File: src/psm_pkg.sv
// Package for the pin state / power mode control block.
// Assumes one system clock and an Avalon-MM register master.
`default_nettype none
package psm_pkg;
    localparam int NPINS = 8;
    localparam int AW = 5;
    // Power states, one-hot
    typedef enum logic [6:0] {
        ST_POR = 7'h01,
        ST_XRST = 7'h02,
        ST_IRST = 7'h04,
        ST_RUN = 7'h08,
        ST_STBY = 7'h10,
        ST_DSTBY = 7'h20,
        ST_DRET = 7'h40
    } psm_state_e;
    // Pin function codes, three bits per pin
    typedef enum logic [2:0] {
        FN_GPIO = 3'h0,
        FN_PERIPH = 3'h1,
        FN_EXTINT = 3'h2,
        FN_WAKEUP = 3'h3,
        FN_ANALOG = 3'h4,
        FN_OSC_OUT = 3'h5,
        FN_CLK_IN = 3'h6
    } psm_func_e;
    // Register byte offsets
    localparam logic [AW-1:0] OFS_CTRL = 5'h00;
    localparam logic [AW-1:0] OFS_FUNC = 5'h04;
    localparam logic [AW-1:0] OFS_PORT_OUT = 5'h08;
    localparam logic [AW-1:0] OFS_PORT_DIR = 5'h0c;
    localparam logic [AW-1:0] OFS_STATUS = 5'h10;
    localparam logic [AW-1:0] OFS_PIN_IN = 5'h14;
    // Field positions
    localparam int CTRL_SPL_BIT = 0;
    localparam int STAT_STATE_LSB = 0;
    localparam int STAT_FORCED_LSB = 8;
    localparam int FUNC_W = 3;
    // Reset values
    localparam logic CTRL_SPL_RST = 1'b0;
    localparam logic [23:0] FUNC_RST = 24'h000000;
    localparam logic [7:0] PORT_OUT_RST = 8'h00;
    localparam logic [7:0] PORT_DIR_RST = 8'h00;
endpackage
`default_nettype wire

File: src/psm_pin_ctrl.sv
// Pin state control across reset, run, standby and deep standby states.
// Assumes a power-mode controller driving the state request inputs and
// an Avalon-MM master on the register port, all on i_clk_sys.
//
// Notes on behaviour
// - Standby level bit: keep pins, or float GPIO
// - Unusable input presents constant low internally
// - High impedance turns output driver fully off
// - Held state keeps condition before mode entry
// - Held peripheral pin tracks the peripheral output
// - Held port pin keeps last port value
// - Deep standby switches ordinary pins to port
// - Function settings ignored during reset states
// - Reset pin keeps pull-up and input always
// - Power-on reset floats all pins, settings unapplied
// - External and internal reset: float, input on
// - Run and sleep apply no standby gating
// - Oscillator output floats, input low when stopped
// - Clock input floats in standby, low if stopped
// - Deep standby, bit clear: drive, input low
// - Analog pin: driver off, digital input low
// - Wake-up pin keeps wake input in deep
// - Interrupt pin functional in standby, port in deep
// - Peripheral pins float in standby when bit set
// - After deep return, port control until reconfigured
//
// The address map and the Avalon-MM register port are this design's own decisions.
`timescale 1ns/100ps
`default_nettype none
module psm_pin_ctrl (
    // Clock and reset
    input wire logic i_clk_sys,
    input wire logic i_rst_n,
    // Power-mode controller
    input wire logic i_por,
    input wire logic i_external_reset_input,
    input wire logic i_int_rst,
    input wire logic i_stby_req,
    input wire logic i_dstby_req,
    input wire logic i_wake,
    input wire logic i_osc_stop,
    // Peripheral side
    input wire logic [psm_pkg::NPINS-1:0] i_periph_out,
    input wire logic [psm_pkg::NPINS-1:0] i_periph_oe,
    // Pads
    input wire logic [psm_pkg::NPINS-1:0] i_pin_in,
    output logic [psm_pkg::NPINS-1:0] o_pin_out,
    output logic [psm_pkg::NPINS-1:0] o_pin_oe,
    output logic [psm_pkg::NPINS-1:0] o_pin_ien,
    output logic [psm_pkg::NPINS-1:0] o_int_in,
    output logic [psm_pkg::NPINS-1:0] o_wakeup_input,
    output logic [psm_pkg::NPINS-1:0] o_analog_en,
    output logic o_rst_pullup_en,
    output logic o_rst_in_en,
    // Avalon-MM slave
    input wire logic [psm_pkg::AW-1:0] i_address,
    input wire logic i_read,
    input wire logic i_write,
    input wire logic [31:0] i_writedata,
    output logic [31:0] o_readdata,
    output logic o_waitrequest
);
    import psm_pkg::*;

    typedef struct packed {
        psm_state_e state;
        logic standby_pin_level_select;
        logic [23:0] func;
        logic [NPINS-1:0] port_out;
        logic [NPINS-1:0] port_dir;
        logic [NPINS-1:0] forced;
        logic [NPINS-1:0] held_out;
        logic [NPINS-1:0] held_oe;
        logic [NPINS-1:0] held_ien;
        logic [NPINS-1:0] pin_out;
        logic [NPINS-1:0] pin_oe;
        logic [NPINS-1:0] pin_ien;
        logic [NPINS-1:0] int_in;
        logic [NPINS-1:0] wake_en;
        logic [NPINS-1:0] ana_en;
        logic ack;
        logic [31:0] rdata;
    } psm_regs_s;

    localparam psm_regs_s RST_S = '{
        state: ST_POR, standby_pin_level_select: CTRL_SPL_RST, func: FUNC_RST,
        port_out: PORT_OUT_RST, port_dir: PORT_DIR_RST,
        default: '0};

    psm_regs_s s;
    psm_regs_s next_s;

    function automatic psm_func_e pin_func(input logic [23:0] f,
                                           input int i);
        logic [2:0] c;
        c = f[i*FUNC_W +: FUNC_W];
        return psm_func_e'(c);
    endfunction

    function automatic logic is_reset_st(input psm_state_e st);
        return (st == ST_POR) || (st == ST_XRST) || (st == ST_IRST);
    endfunction

    ////////////////////////////////////////////////////////////////////
    // Bus: one wait cycle on every access, then answer
    logic req;
    logic wr_go;
    logic func_wr;
    assign req = i_read | i_write;
    assign o_waitrequest = req & ~s.ack;
    assign wr_go = i_write & s.ack;
    assign func_wr = wr_go && (i_address == OFS_FUNC) &&
        !is_reset_st(s.state);

    ////////////////////////////////////////////////////////////////////
    always_comb begin
        psm_func_e fn;
        logic oe;
        logic out;
        logic ien;
        logic wk;
        logic ana;
        logic track;
        fn = FN_GPIO;
        oe = 1'b0;
        out = 1'b0;
        ien = 1'b0;
        wk = 1'b0;
        ana = 1'b0;
        track = 1'b0;
        next_s = s;
        next_s.ack = req & ~s.ack;
        if (req && !s.ack) begin
            case (i_address)
                OFS_CTRL: next_s.rdata = {31'h0, s.standby_pin_level_select};
                OFS_FUNC: next_s.rdata = {8'h00, s.func};
                OFS_PORT_OUT: next_s.rdata = {24'h0, s.port_out};
                OFS_PORT_DIR: next_s.rdata = {24'h0, s.port_dir};
                OFS_STATUS: next_s.rdata = {16'h0, s.forced, 1'b0, s.state};
                OFS_PIN_IN: next_s.rdata = {24'h0, s.int_in};
                default: next_s.rdata = 32'h0;
            endcase
        end
        // Writes during reset states are dropped
        if (wr_go && !is_reset_st(s.state)) begin
            case (i_address)
                OFS_CTRL: next_s.standby_pin_level_select = i_writedata[CTRL_SPL_BIT];
                OFS_FUNC: next_s.func = i_writedata[23:0];
                OFS_PORT_OUT: next_s.port_out = i_writedata[NPINS-1:0];
                OFS_PORT_DIR: next_s.port_dir = i_writedata[NPINS-1:0];
                default: ;
            endcase
        end
        // Power state sequencing
        if (i_por) begin
            next_s.state = ST_POR;
        end else if (!i_external_reset_input) begin
            next_s.state = ST_XRST;
        end else if (i_int_rst) begin
            next_s.state = ST_IRST;
        end else begin
            case (s.state)
                ST_POR, ST_XRST, ST_IRST: next_s.state = ST_RUN;
                ST_RUN: begin
                    if (i_dstby_req) begin
                        next_s.state = ST_DSTBY;
                    end else if (i_stby_req) begin
                        next_s.state = ST_STBY;
                    end
                end
                ST_STBY: begin
                    if (!i_stby_req) begin
                        next_s.state = ST_RUN;
                    end
                end
                ST_DSTBY: begin
                    if (i_wake) begin
                        next_s.state = ST_DRET;
                    end
                end
                ST_DRET: begin
                    if (func_wr) begin
                        next_s.state = ST_RUN;
                    end
                end
                default: next_s.state = ST_POR;
            endcase
        end
        // Configuration is not kept through a device reset
        if (is_reset_st(next_s.state)) begin
            next_s.standby_pin_level_select = CTRL_SPL_RST;
            next_s.func = FUNC_RST;
            next_s.port_out = PORT_OUT_RST;
            next_s.port_dir = PORT_DIR_RST;
            next_s.forced = '0;
        end
        // Snapshot on entry so held pins see the pre-entry condition
        if ((next_s.state == ST_STBY || next_s.state == ST_DSTBY) &&
            s.state != next_s.state) begin
            next_s.held_out = s.pin_out;
            next_s.held_oe = s.pin_oe;
            next_s.held_ien = s.pin_ien;
        end
        if (func_wr) begin
            next_s.forced = '0;
        end
        for (int i = 0; i < NPINS; i++) begin
            fn = pin_func(next_s.func, i);
            if (next_s.state == ST_DSTBY && s.state != ST_DSTBY &&
                fn != FN_WAKEUP && fn != FN_ANALOG && fn != FN_OSC_OUT) begin
                next_s.forced[i] = 1'b1;
            end
            // Run-state values from the selected function
            wk = 1'b0;
            ana = 1'b0;
            track = 1'b0;
            case (fn)
                FN_GPIO: begin
                    oe = next_s.port_dir[i];
                    out = next_s.port_out[i];
                    ien = 1'b1;
                end
                FN_PERIPH, FN_WAKEUP: begin
                    oe = i_periph_oe[i];
                    out = i_periph_out[i];
                    ien = 1'b1;
                    track = 1'b1;
                end
                FN_EXTINT: begin
                    oe = 1'b0;
                    out = 1'b0;
                    ien = 1'b1;
                    track = 1'b1;
                end
                FN_OSC_OUT: begin
                    oe = ~i_osc_stop;
                    out = i_periph_out[i];
                    ien = ~i_osc_stop;
                    track = 1'b1;
                end
                FN_CLK_IN: begin
                    oe = 1'b0;
                    out = 1'b0;
                    ien = ~i_osc_stop;
                end
                default: begin
                    oe = 1'b0;
                    out = 1'b0;
                    ien = 1'b0;
                end
            endcase
            if (next_s.forced[i]) begin
                oe = next_s.port_dir[i];
                out = next_s.port_out[i];
                ien = 1'b1;
                track = 1'b0;
            end
            case (next_s.state)
                ST_POR: begin
                    oe = 1'b0;
                    ien = 1'b0;
                end
                ST_XRST, ST_IRST: begin
                    oe = 1'b0;
                    ien = (fn != FN_OSC_OUT);
                end
                ST_RUN, ST_DRET: ;
                ST_STBY: begin
                    // Peripheral keeps driving; port keeps last value
                    oe = next_s.held_oe[i];
                    out = track ? i_periph_out[i] : next_s.held_out[i];
                    ien = next_s.held_ien[i];
                    case (fn)
                        FN_GPIO, FN_PERIPH, FN_WAKEUP: begin
                            if (next_s.standby_pin_level_select) begin
                                oe = 1'b0;
                                ien = 1'b0;
                            end
                        end
                        FN_EXTINT: ien = 1'b1;
                        FN_OSC_OUT: begin
                            if (i_osc_stop) begin
                                oe = 1'b0;
                                ien = 1'b0;
                            end
                        end
                        FN_CLK_IN: begin
                            if (next_s.standby_pin_level_select) begin
                                oe = 1'b0;
                                ien = 1'b1;
                            end
                            if (i_osc_stop) begin
                                ien = 1'b0;
                            end
                        end
                        default: ;
                    endcase
                end
                ST_DSTBY: begin
                    ien = 1'b0;
                    if (next_s.forced[i]) begin
                        oe = next_s.standby_pin_level_select ? 1'b0 : next_s.port_dir[i];
                        out = next_s.port_out[i];
                    end else if (fn == FN_WAKEUP) begin
                        wk = 1'b1;
                        oe = next_s.standby_pin_level_select ? 1'b0 : next_s.held_oe[i];
                        out = next_s.held_out[i];
                    end else if (fn == FN_OSC_OUT) begin
                        oe = i_osc_stop ? 1'b0 : next_s.held_oe[i];
                        out = i_periph_out[i];
                    end
                end
                default: begin
                    oe = 1'b0;
                    ien = 1'b0;
                end
            endcase
            if (fn == FN_ANALOG && !next_s.forced[i]) begin
                oe = 1'b0;
                ien = 1'b0;
                ana = 1'b1;
            end
            if (next_s.state == ST_POR) begin
                ana = 1'b0;
            end
            next_s.pin_oe[i] = oe;
            next_s.pin_out[i] = oe & out;
            next_s.pin_ien[i] = ien;
            next_s.int_in[i] = ien & i_pin_in[i];
            next_s.wake_en[i] = wk;
            next_s.ana_en[i] = ana;
        end
        if (!i_rst_n) begin
            next_s = RST_S;
        end
    end

    always_ff @(posedge i_clk_sys) begin
        s <= next_s;
    end

    ////////////////////////////////////////////////////////////////////
    assign o_pin_out = s.pin_out;
    assign o_pin_oe = s.pin_oe;
    assign o_pin_ien = s.pin_ien;
    assign o_int_in = s.int_in;
    assign o_wakeup_input = s.wake_en & i_pin_in;
    assign o_analog_en = s.ana_en;
    // Reset pad is never gated by any state
    assign o_rst_pullup_en = 1'b1;
    assign o_rst_in_en = 1'b1;
    assign o_readdata = s.rdata;

    ////////////////////////////////////////////////////////////////////
    // Helper masks for checks
    logic [NPINS-1:0] gpio_mask;
    always_comb begin
        for (int i = 0; i < NPINS; i++) begin
            gpio_mask[i] = (pin_func(s.func, i) == FN_GPIO);
        end
    end
endmodule
`default_nettype wire

File: config.mk
export PLATFORM = sky130hd
export DESIGN_NAME = psm_pin_ctrl
export DESIGN_NICKNAME = d
export VERILOG_FILES = /design/src/psm_pkg.sv /design/src/psm_pin_ctrl.sv
export SDC_FILE = /design/constraint.sdc
export NUM_CORES = 1
export LEC_CHECK = 0
export ABC_CLOCK_PERIOD_IN_PS = 5300
export BUFFER_PORTS_ARGS = -buffer_cell sky130_fd_sc_hd__buf_2
export CELL_PAD_IN_SITES_DETAIL_PLACEMENT = 2
export CELL_PAD_IN_SITES_GLOBAL_PLACEMENT = 2
export CORE_UTILIZATION = 36
export DETAILED_ROUTE_END_ITERATION = 8
export PLACE_DENSITY_LB_ADDON = 0.3
export REMOVE_ABC_BUFFERS = 1
export SLEW_MARGIN = 10
export SYNTH_ARGS = -nofsm -noshare
export SYNTH_HDL_FRONTEND = slang
export SYNTH_SLANG_ARGS = --single-unit
File: constraint.sdc
create_clock -name i_clk_sys -period 5.3 [get_ports i_clk_sys]
set_input_delay 0.795 -clock i_clk_sys [delete_from_list [all_inputs] [get_ports i_clk_sys]]
set_output_delay 0.795 -clock i_clk_sys [all_outputs]
set_load 0.05 [all_outputs]
Word level (Yosys, flattened, before mapping)
Index checks and enable logic that the tools add are counted.
{"block": "word_totals", "reg_bits": 161, "out_inout_bits": 83}
{"block": "op_classes", "n_eq_ne": 93, "mux": 274, "bitwise": 24, "reduce_logical": 130}
{"cell": "1-bit two-way mux", "n": 193}
{"cell": "24-bit case mux with 6 select lines", "n": 1}
{"cell": "4-bit OR reduction", "n": 24}
{"cell": "3-bit OR reduction", "n": 25}
{"cell": "3-bit == test, second input constant", "n": 24}
{"cell": "1-bit case mux with 3 select lines", "n": 24}
{"cell": "1-bit case mux with 2 select lines", "n": 32}
{"cell": "7-bit two-way mux", "n": 8}
{"cell": "49-bit two-way mux", "n": 1}
{"cell": "3-bit by 2-bit == test with 1-bit output, second input constant", "n": 16}
{"cell": "24-bit two-way mux", "n": 2}
{"cell": "3-bit inequality test, second input constant", "n": 16}
{"cell": "41-bit two-way mux", "n": 1}
{"cell": "1-bit logical AND", "n": 38}
{"cell": "2-bit OR reduction", "n": 19}
{"cell": "7-bit case mux with 5 select lines", "n": 1}
{"cell": "1-bit case mux with 4 select lines", "n": 8}
{"cell": "3-bit by 1-bit == test with 1-bit output, second input constant", "n": 8}
{"cell": "3-bit zero test", "n": 8}
{"cell": "8-bit two-way mux", "n": 3}
{"cell": "3-bit by 2-bit inequality test with 1-bit output, second input constant", "n": 8}
{"cell": "1-bit bitwise AND", "n": 18}
{"cell": "7-bit by 1-bit == test with 1-bit output, second input constant", "n": 2}
{"cell": "7-bit by 2-bit == test with 1-bit output, second input constant", "n": 2}
{"cell": "other kinds (16)", "n": 39}

Logic depth before layout (Yosys ltp)
{"block": "logic_depth", "word_depth": 26, "ltp_mapped": 15}

Worst setup path before layout
No wires, ideal clock.
{"block": "synth_path", "kind": "input to register", "startpoint": "input i_por", "endpoint": "register s (netlist bit o_pin_out[0])", "setup_time_ns": 0.122, "arrival_time_ns": 3.463, "path_slack_ns": 1.715, "path_stages": 12, "cell_sequence": "buf_2 -> or3b_1 -> buf_2 -> a2111oi_4 -> xnor2_1 -> and4b_1 -> o211a_2 -> nor2_8 -> mux2i_1 -> nor3_1 -> or4_1 -> o311a_1"}
{"block": "synth_between", "elab_chain_len": 17}
{"item": "from (decl)", "line_no": "psm_pin_ctrl.sv:35", "rtl": "input wire logic i_por,"}
{"item": "7-bit two-way mux (*)", "line_no": "psm_pin_ctrl.sv:155", "rtl": "if (i_por) begin"}
{"item": "7-bit by 1-bit == test with 1-bit output or 7-bit by 2-bit == test with 1-bit output (tied branches)", "line_no": "psm_pin_ctrl.sv:101", "rtl": "return (st == ST_POR) || (st == ST_XRST) || (st == ST_IRST);"}
{"item": "1-bit logical OR (2 in series)", "line_no": "psm_pin_ctrl.sv:101"}
{"item": "49-bit two-way mux", "line_no": "psm_pin_ctrl.sv:190", "rtl": "if (is_reset_st(next_s.state)) begin"}
{"item": "3-bit by 2-bit inequality test with 1-bit output", "line_no": "psm_pin_ctrl.sv:210", "rtl": "fn != FN_WAKEUP && fn != FN_ANALOG && fn != FN_OSC_OUT) begin"}
{"item": "1-bit logical AND", "line_no": "psm_pin_ctrl.sv:209", "rtl": "if (next_s.state == ST_DSTBY && s.state != ST_DSTBY &&"}
{"item": "1-bit logical AND (2 in series)", "line_no": "psm_pin_ctrl.sv:210"}
{"item": "1-bit two-way mux", "line_no": "psm_pin_ctrl.sv:209"}
{"item": "1-bit two-way mux", "line_no": "psm_pin_ctrl.sv:252", "rtl": "if (next_s.forced[i]) begin"}
{"item": "1-bit two-way mux", "line_no": "psm_pin_ctrl.sv:308", "rtl": "end else if (fn == FN_OSC_OUT) begin"}
{"item": "1-bit two-way mux", "line_no": "psm_pin_ctrl.sv:304", "rtl": "end else if (fn == FN_WAKEUP) begin"}
{"item": "1-bit two-way mux", "line_no": "psm_pin_ctrl.sv:301", "rtl": "if (next_s.forced[i]) begin"}
{"item": "1-bit case mux with 3 select lines", "line_no": "psm_pin_ctrl.sv:258", "rtl": "case (next_s.state)"}
{"item": "1-bit two-way mux", "line_no": "psm_pin_ctrl.sv:318", "rtl": "if (fn == FN_ANALOG && !next_s.forced[i]) begin"}
{"item": "1-bit bitwise AND (*)", "line_no": "psm_pin_ctrl.sv:327", "rtl": "next_s.pin_out[i] = oe & out;"}
{"item": "to (signal assigned)", "line_no": "psm_pin_ctrl.sv:339", "rtl": "s <= next_s;"}
{"item": "to (decl)", "line_no": "psm_pin_ctrl.sv:90", "rtl": "psm_regs_s s;"}
Mark *: on every way between the ends. The rest lies on a longest branch, timed or not.
A chain may end at the register's enable or synchronous reset.

Worst setup path after layout
{"block": "layout_path", "startpoint": "register s[160] (netlist bit)", "endpoint": "register s (netlist bit o_pin_out[7])"}
{"block": "layout_between", "elab_chain_len": 26}
{"item": "7-bit by 1-bit == test with 1-bit output or 7-bit by 2-bit == test with 1-bit output (tied branches)", "line_no": "psm_pin_ctrl.sv:101, psm_pin_ctrl.sv:162"}
{"item": "1-bit logical OR (2 in series)", "line_no": "psm_pin_ctrl.sv:101"}
{"item": "1-bit zero test", "line_no": "psm_pin_ctrl.sv:113, psm_pin_ctrl.sv:145"}
{"item": "1-bit logical AND", "line_no": "psm_pin_ctrl.sv:112", "rtl": "assign func_wr = wr_go && (i_address == OFS_FUNC) &&"}
{"item": "7-bit two-way mux", "line_no": "psm_pin_ctrl.sv:182", "rtl": "if (func_wr) begin"}
{"item": "7-bit case mux with 5 select lines", "line_no": "psm_pin_ctrl.sv:162", "rtl": "case (s.state)"}
{"item": "7-bit two-way mux", "line_no": "psm_pin_ctrl.sv:159", "rtl": "end else if (i_int_rst) begin"}
{"item": "7-bit two-way mux", "line_no": "psm_pin_ctrl.sv:157", "rtl": "end else if (!i_external_reset_input) begin"}
{"item": "[... 9 more ...]"}
{"item": "1-bit two-way mux", "line_no": "psm_pin_ctrl.sv:209"}
{"item": "1-bit two-way mux", "line_no": "psm_pin_ctrl.sv:252"}
{"item": "1-bit two-way mux", "line_no": "psm_pin_ctrl.sv:308"}
{"item": "1-bit two-way mux", "line_no": "psm_pin_ctrl.sv:304"}
{"item": "1-bit two-way mux", "line_no": "psm_pin_ctrl.sv:301"}
{"item": "1-bit case mux with 3 select lines", "line_no": "psm_pin_ctrl.sv:258"}
{"item": "1-bit two-way mux", "line_no": "psm_pin_ctrl.sv:318"}
{"item": "1-bit bitwise AND (*)", "line_no": "psm_pin_ctrl.sv:327"}
Marks and branches as above.

==> flow_summary.ini <==
[power]
vdd_drop_max_mv = 0.189
p_total_mw = 2.72
power.leakage_nw = 4.38
power_density_nw_per_um2 = 237

[sta]
rsz0062_at_grt = no
slew_viol_final = 0
clock_skew_ns = 0.0113
finalCritPeriodShare_pct = 87.3
max_freq_ghz = 0.216
finalHoldViolCount = 0
min_period_ns = 4.63
maxSlewHeadroom_pct = 20.9
worst_slew_pin_slew_ns = 1.18
setup_viol_count_final = 0

[detailed_routing]
vias = 11343
routedLengthMet1_um = 20100
wl_met2_um = 22300
top_layer = met4
drt-initial-drc-count = 918
wl_met3_um = 3460
drc = 0
routed_via_density = 6.33
ant_nets = 0
avgRoutedWirePerCell_um = 26.9
first_pass_iters = 9
drt_wl_total_um = 48200

[clock_tree]
cts_root_buf = clkbuf_16
htree_levels = 4
cts-buffers-inserted = 17
hold_buffers = 0
post_cts_buffers = 0
cts_resized = 0
cts_tree = yes
clk_path_buf_depth = 2
clock_latency_ns = 0.45
cts.clk_slew.worst_paths_ns = 0.07
cts_sinks = 153

[global_routing]
overflow = 0
antenna_found_initial = 0
grt_start_max_net_pins = 51
track_usage_pct = 33.2
grt_pass1_vias = 11780
grt_pass1_wl_um = 72500

[die]
die_x_um = 171
core_um2 = 27900
start_util_pct = 36.7
rows = 61
ios = 155
fp.dieArea_um2 = 29200
die_h_um = 171

[yosys]
ys_seq_area_share_pct = 29.9
avgSynthCellArea_um2 = 7.57
synth_flop_cell = dfxtp_1
async_reset_ff_share_pct = 0
synthCells = 1355
synth_cell_types = 83
yosysWarningCount = 0
synth_area_um2 = 10300
ys_ff_latch = 153
synth_edf_count = 0

[critical_path]
cp_data_required_time_ns = 5.69
critPathArrivalTime_ns = 5.02
critPathCaptureType = flip-flop
crit_path_max_fanout = 50
crit_type = reg -> reg
critPathLaunchType = flip-flop

[final_layout]
drive_gt1_share_pct = 17.8
nets = 1473
syn_to_final_growth_pct = 12.1
final_area_um2 = 11500

[flow_run]
cap_violations = 0

[place]
place_congestion = 0.919
dp_hpwl_um = 33100
port_buffers = 136
dpl-instance-area_um2 = 10900

[hold_path]
hp-class = reg -> reg

[status]
run_status = completed
[critical path: stages, from the launching register on]
cell and delay [ns]:
dfxtp_1 0.49, or4_1 0.70, nor4_1 0.28, a211oi_1 0.10, buf_4 0.20, nor2_4 0.11
buf_4 0.58, and2_1 0.89, buf_4 0.35, o21ai_0 0.12, a211o_1 0.28, a31oi_1 0.27
o211a_1 0.19
[path summary, 6_finish.rpt]
kind                                from                           to  slack (ns)  depth (start not counted)
max                    s[160]$_SDFF_PN0_      o_pin_out[7]$_SDFF_PN0_        0.67                         12
min          o_readdata[21]$_SDFFE_PN0P_  o_readdata[21]$_SDFFE_PN0P_        0.45                          2
max reg2reg            s[160]$_SDFF_PN0_      o_pin_out[7]$_SDFF_PN0_        0.67                         12
min reg2reg  o_readdata[21]$_SDFFE_PN0P_  o_readdata[21]$_SDFFE_PN0P_        0.45                          2
[per-layer routing]
layer	track usage (%)	vias to the layer above
met1	41.6	5712
li1	-	4967
met4	16.3	0
met2	55.0	525
met3	5.32	139
met5	0	-
[placed cells by master, fill, tap and decap left out, drive strengths merged, types with 10 or more instances in the layout]
master / Yosys / layout
mux2i: 53 / 53
nor2: 170 / 170
nand2b: 34 / 34
or4: 11 / 11
nand3: 50 / 50
a211oi: 19 / 19
inv: 17 / 18
and3: 20 / 20
o211ai: 18 / 18
a22oi: 24 / 24
nor2b: 14 / 14
o31ai: 10 / 10
mux2: 15 / 15
o22ai: 15 / 15
conb: 2 / 10
o211a: 10 / 10
clkbuf: 56 / 20
nor3: 52 / 52
a21oi: 108 / 108
a31oi: 16 / 16
nand3b: 10 / 10
and2: 32 / 32
nand2: 96 / 96
dfxtp: 153 / 153
buf: 102 / 177
o21ai: 80 / 80
[synth_stat cells, types with 8 or more instances]
cell	count	area share, %
a22oi_1	24	1.8
o211a_1	9	0.88
nand2b_1	34	2.1
nor2b_1	14	0.85
o21ai_0	75	3.7
nand3b_1	10	0.73
a211oi_1	19	1.4
and3_1	20	1.2
nand2_1	96	3.5
clkbuf_1	56	2.1
nor2_1	169	6.2
and2_1	30	1.8
a21oi_1	108	5.3
buf_1	9	0.33
or4_1	10	0.73
buf_4	74	5.4
mux2_2	15	1.6
a31oi_1	16	0.98
buf_2	18	0.88
dfxtp_1	153	30
a211o_1	9	0.77
nor4_1	9	0.55
o211ai_1	18	1.3
nor3_1	52	2.5
or3_1	8	0.49
o31ai_1	10	0.73
xnor2_1	8	0.68
mux2i_1	52	5.1
o22ai_1	15	0.92
inv_1	17	0.62
nand3_1	50	2.4
[where the power goes]
| group | switching (mW) | leakage, nW | internal (mW) |
|---|---|---|---|
| combinational | 0.215 | 2.86 | 0.0643 |
| clock | 0.549 | 0.280 | 0.727 |
| sequential | 0.0110 | 1.23 | 1.16 |
[cell type report]
cell class,count,area [um^2]
Timing Repair Buffer,177,1010
Sequential cell,153,3060
Inverter,18,67.6
Clock inverter,11,123
Tap cell,378,473
Fill cell,3341,16400
Antenna cell,2,5.00
Multi-Input combinational cell,1034,6280
Clock buffer,20,467
[sequential cells by signal (all words and copies together), names as in the netlist]
name,count
o_pin_out,8
o_pin_oe,8
s,89
o_pin_ien,8
o_analog_en,8
o_readdata,24
o_int_in,8
[cell families (layout without fill, tap and decap cells)]
logic type	Yosys count	count (layout)	synth area share, %
buffers and inverters	176	226	9.45
other	2	12	0.0733
AO/OA/AOI/OAI	393	393	25.5
AND/OR/NAND/NOR	550	550	27.1
XOR/XNOR	13	13	1.11
flip-flops	153	153	29.9
multiplexers	68	68	6.94
[through the flow]
stage               setup WS, ns  utilization (%)  instances  hold WS, ns  setup TNS (ns)
floorplan                 -0.203                -       1205        0.443          -0.357
global placement           0.902             39.0       1760        0.441               0
detailed placement         0.777             39.0       1760        0.449               0
CTS                        0.856             41.1       1791        0.458               0
global route               0.653             41.1       1791        0.477               0
finish                     0.674             41.1       1793        0.455               0
(Power assumes the default switching activity.)
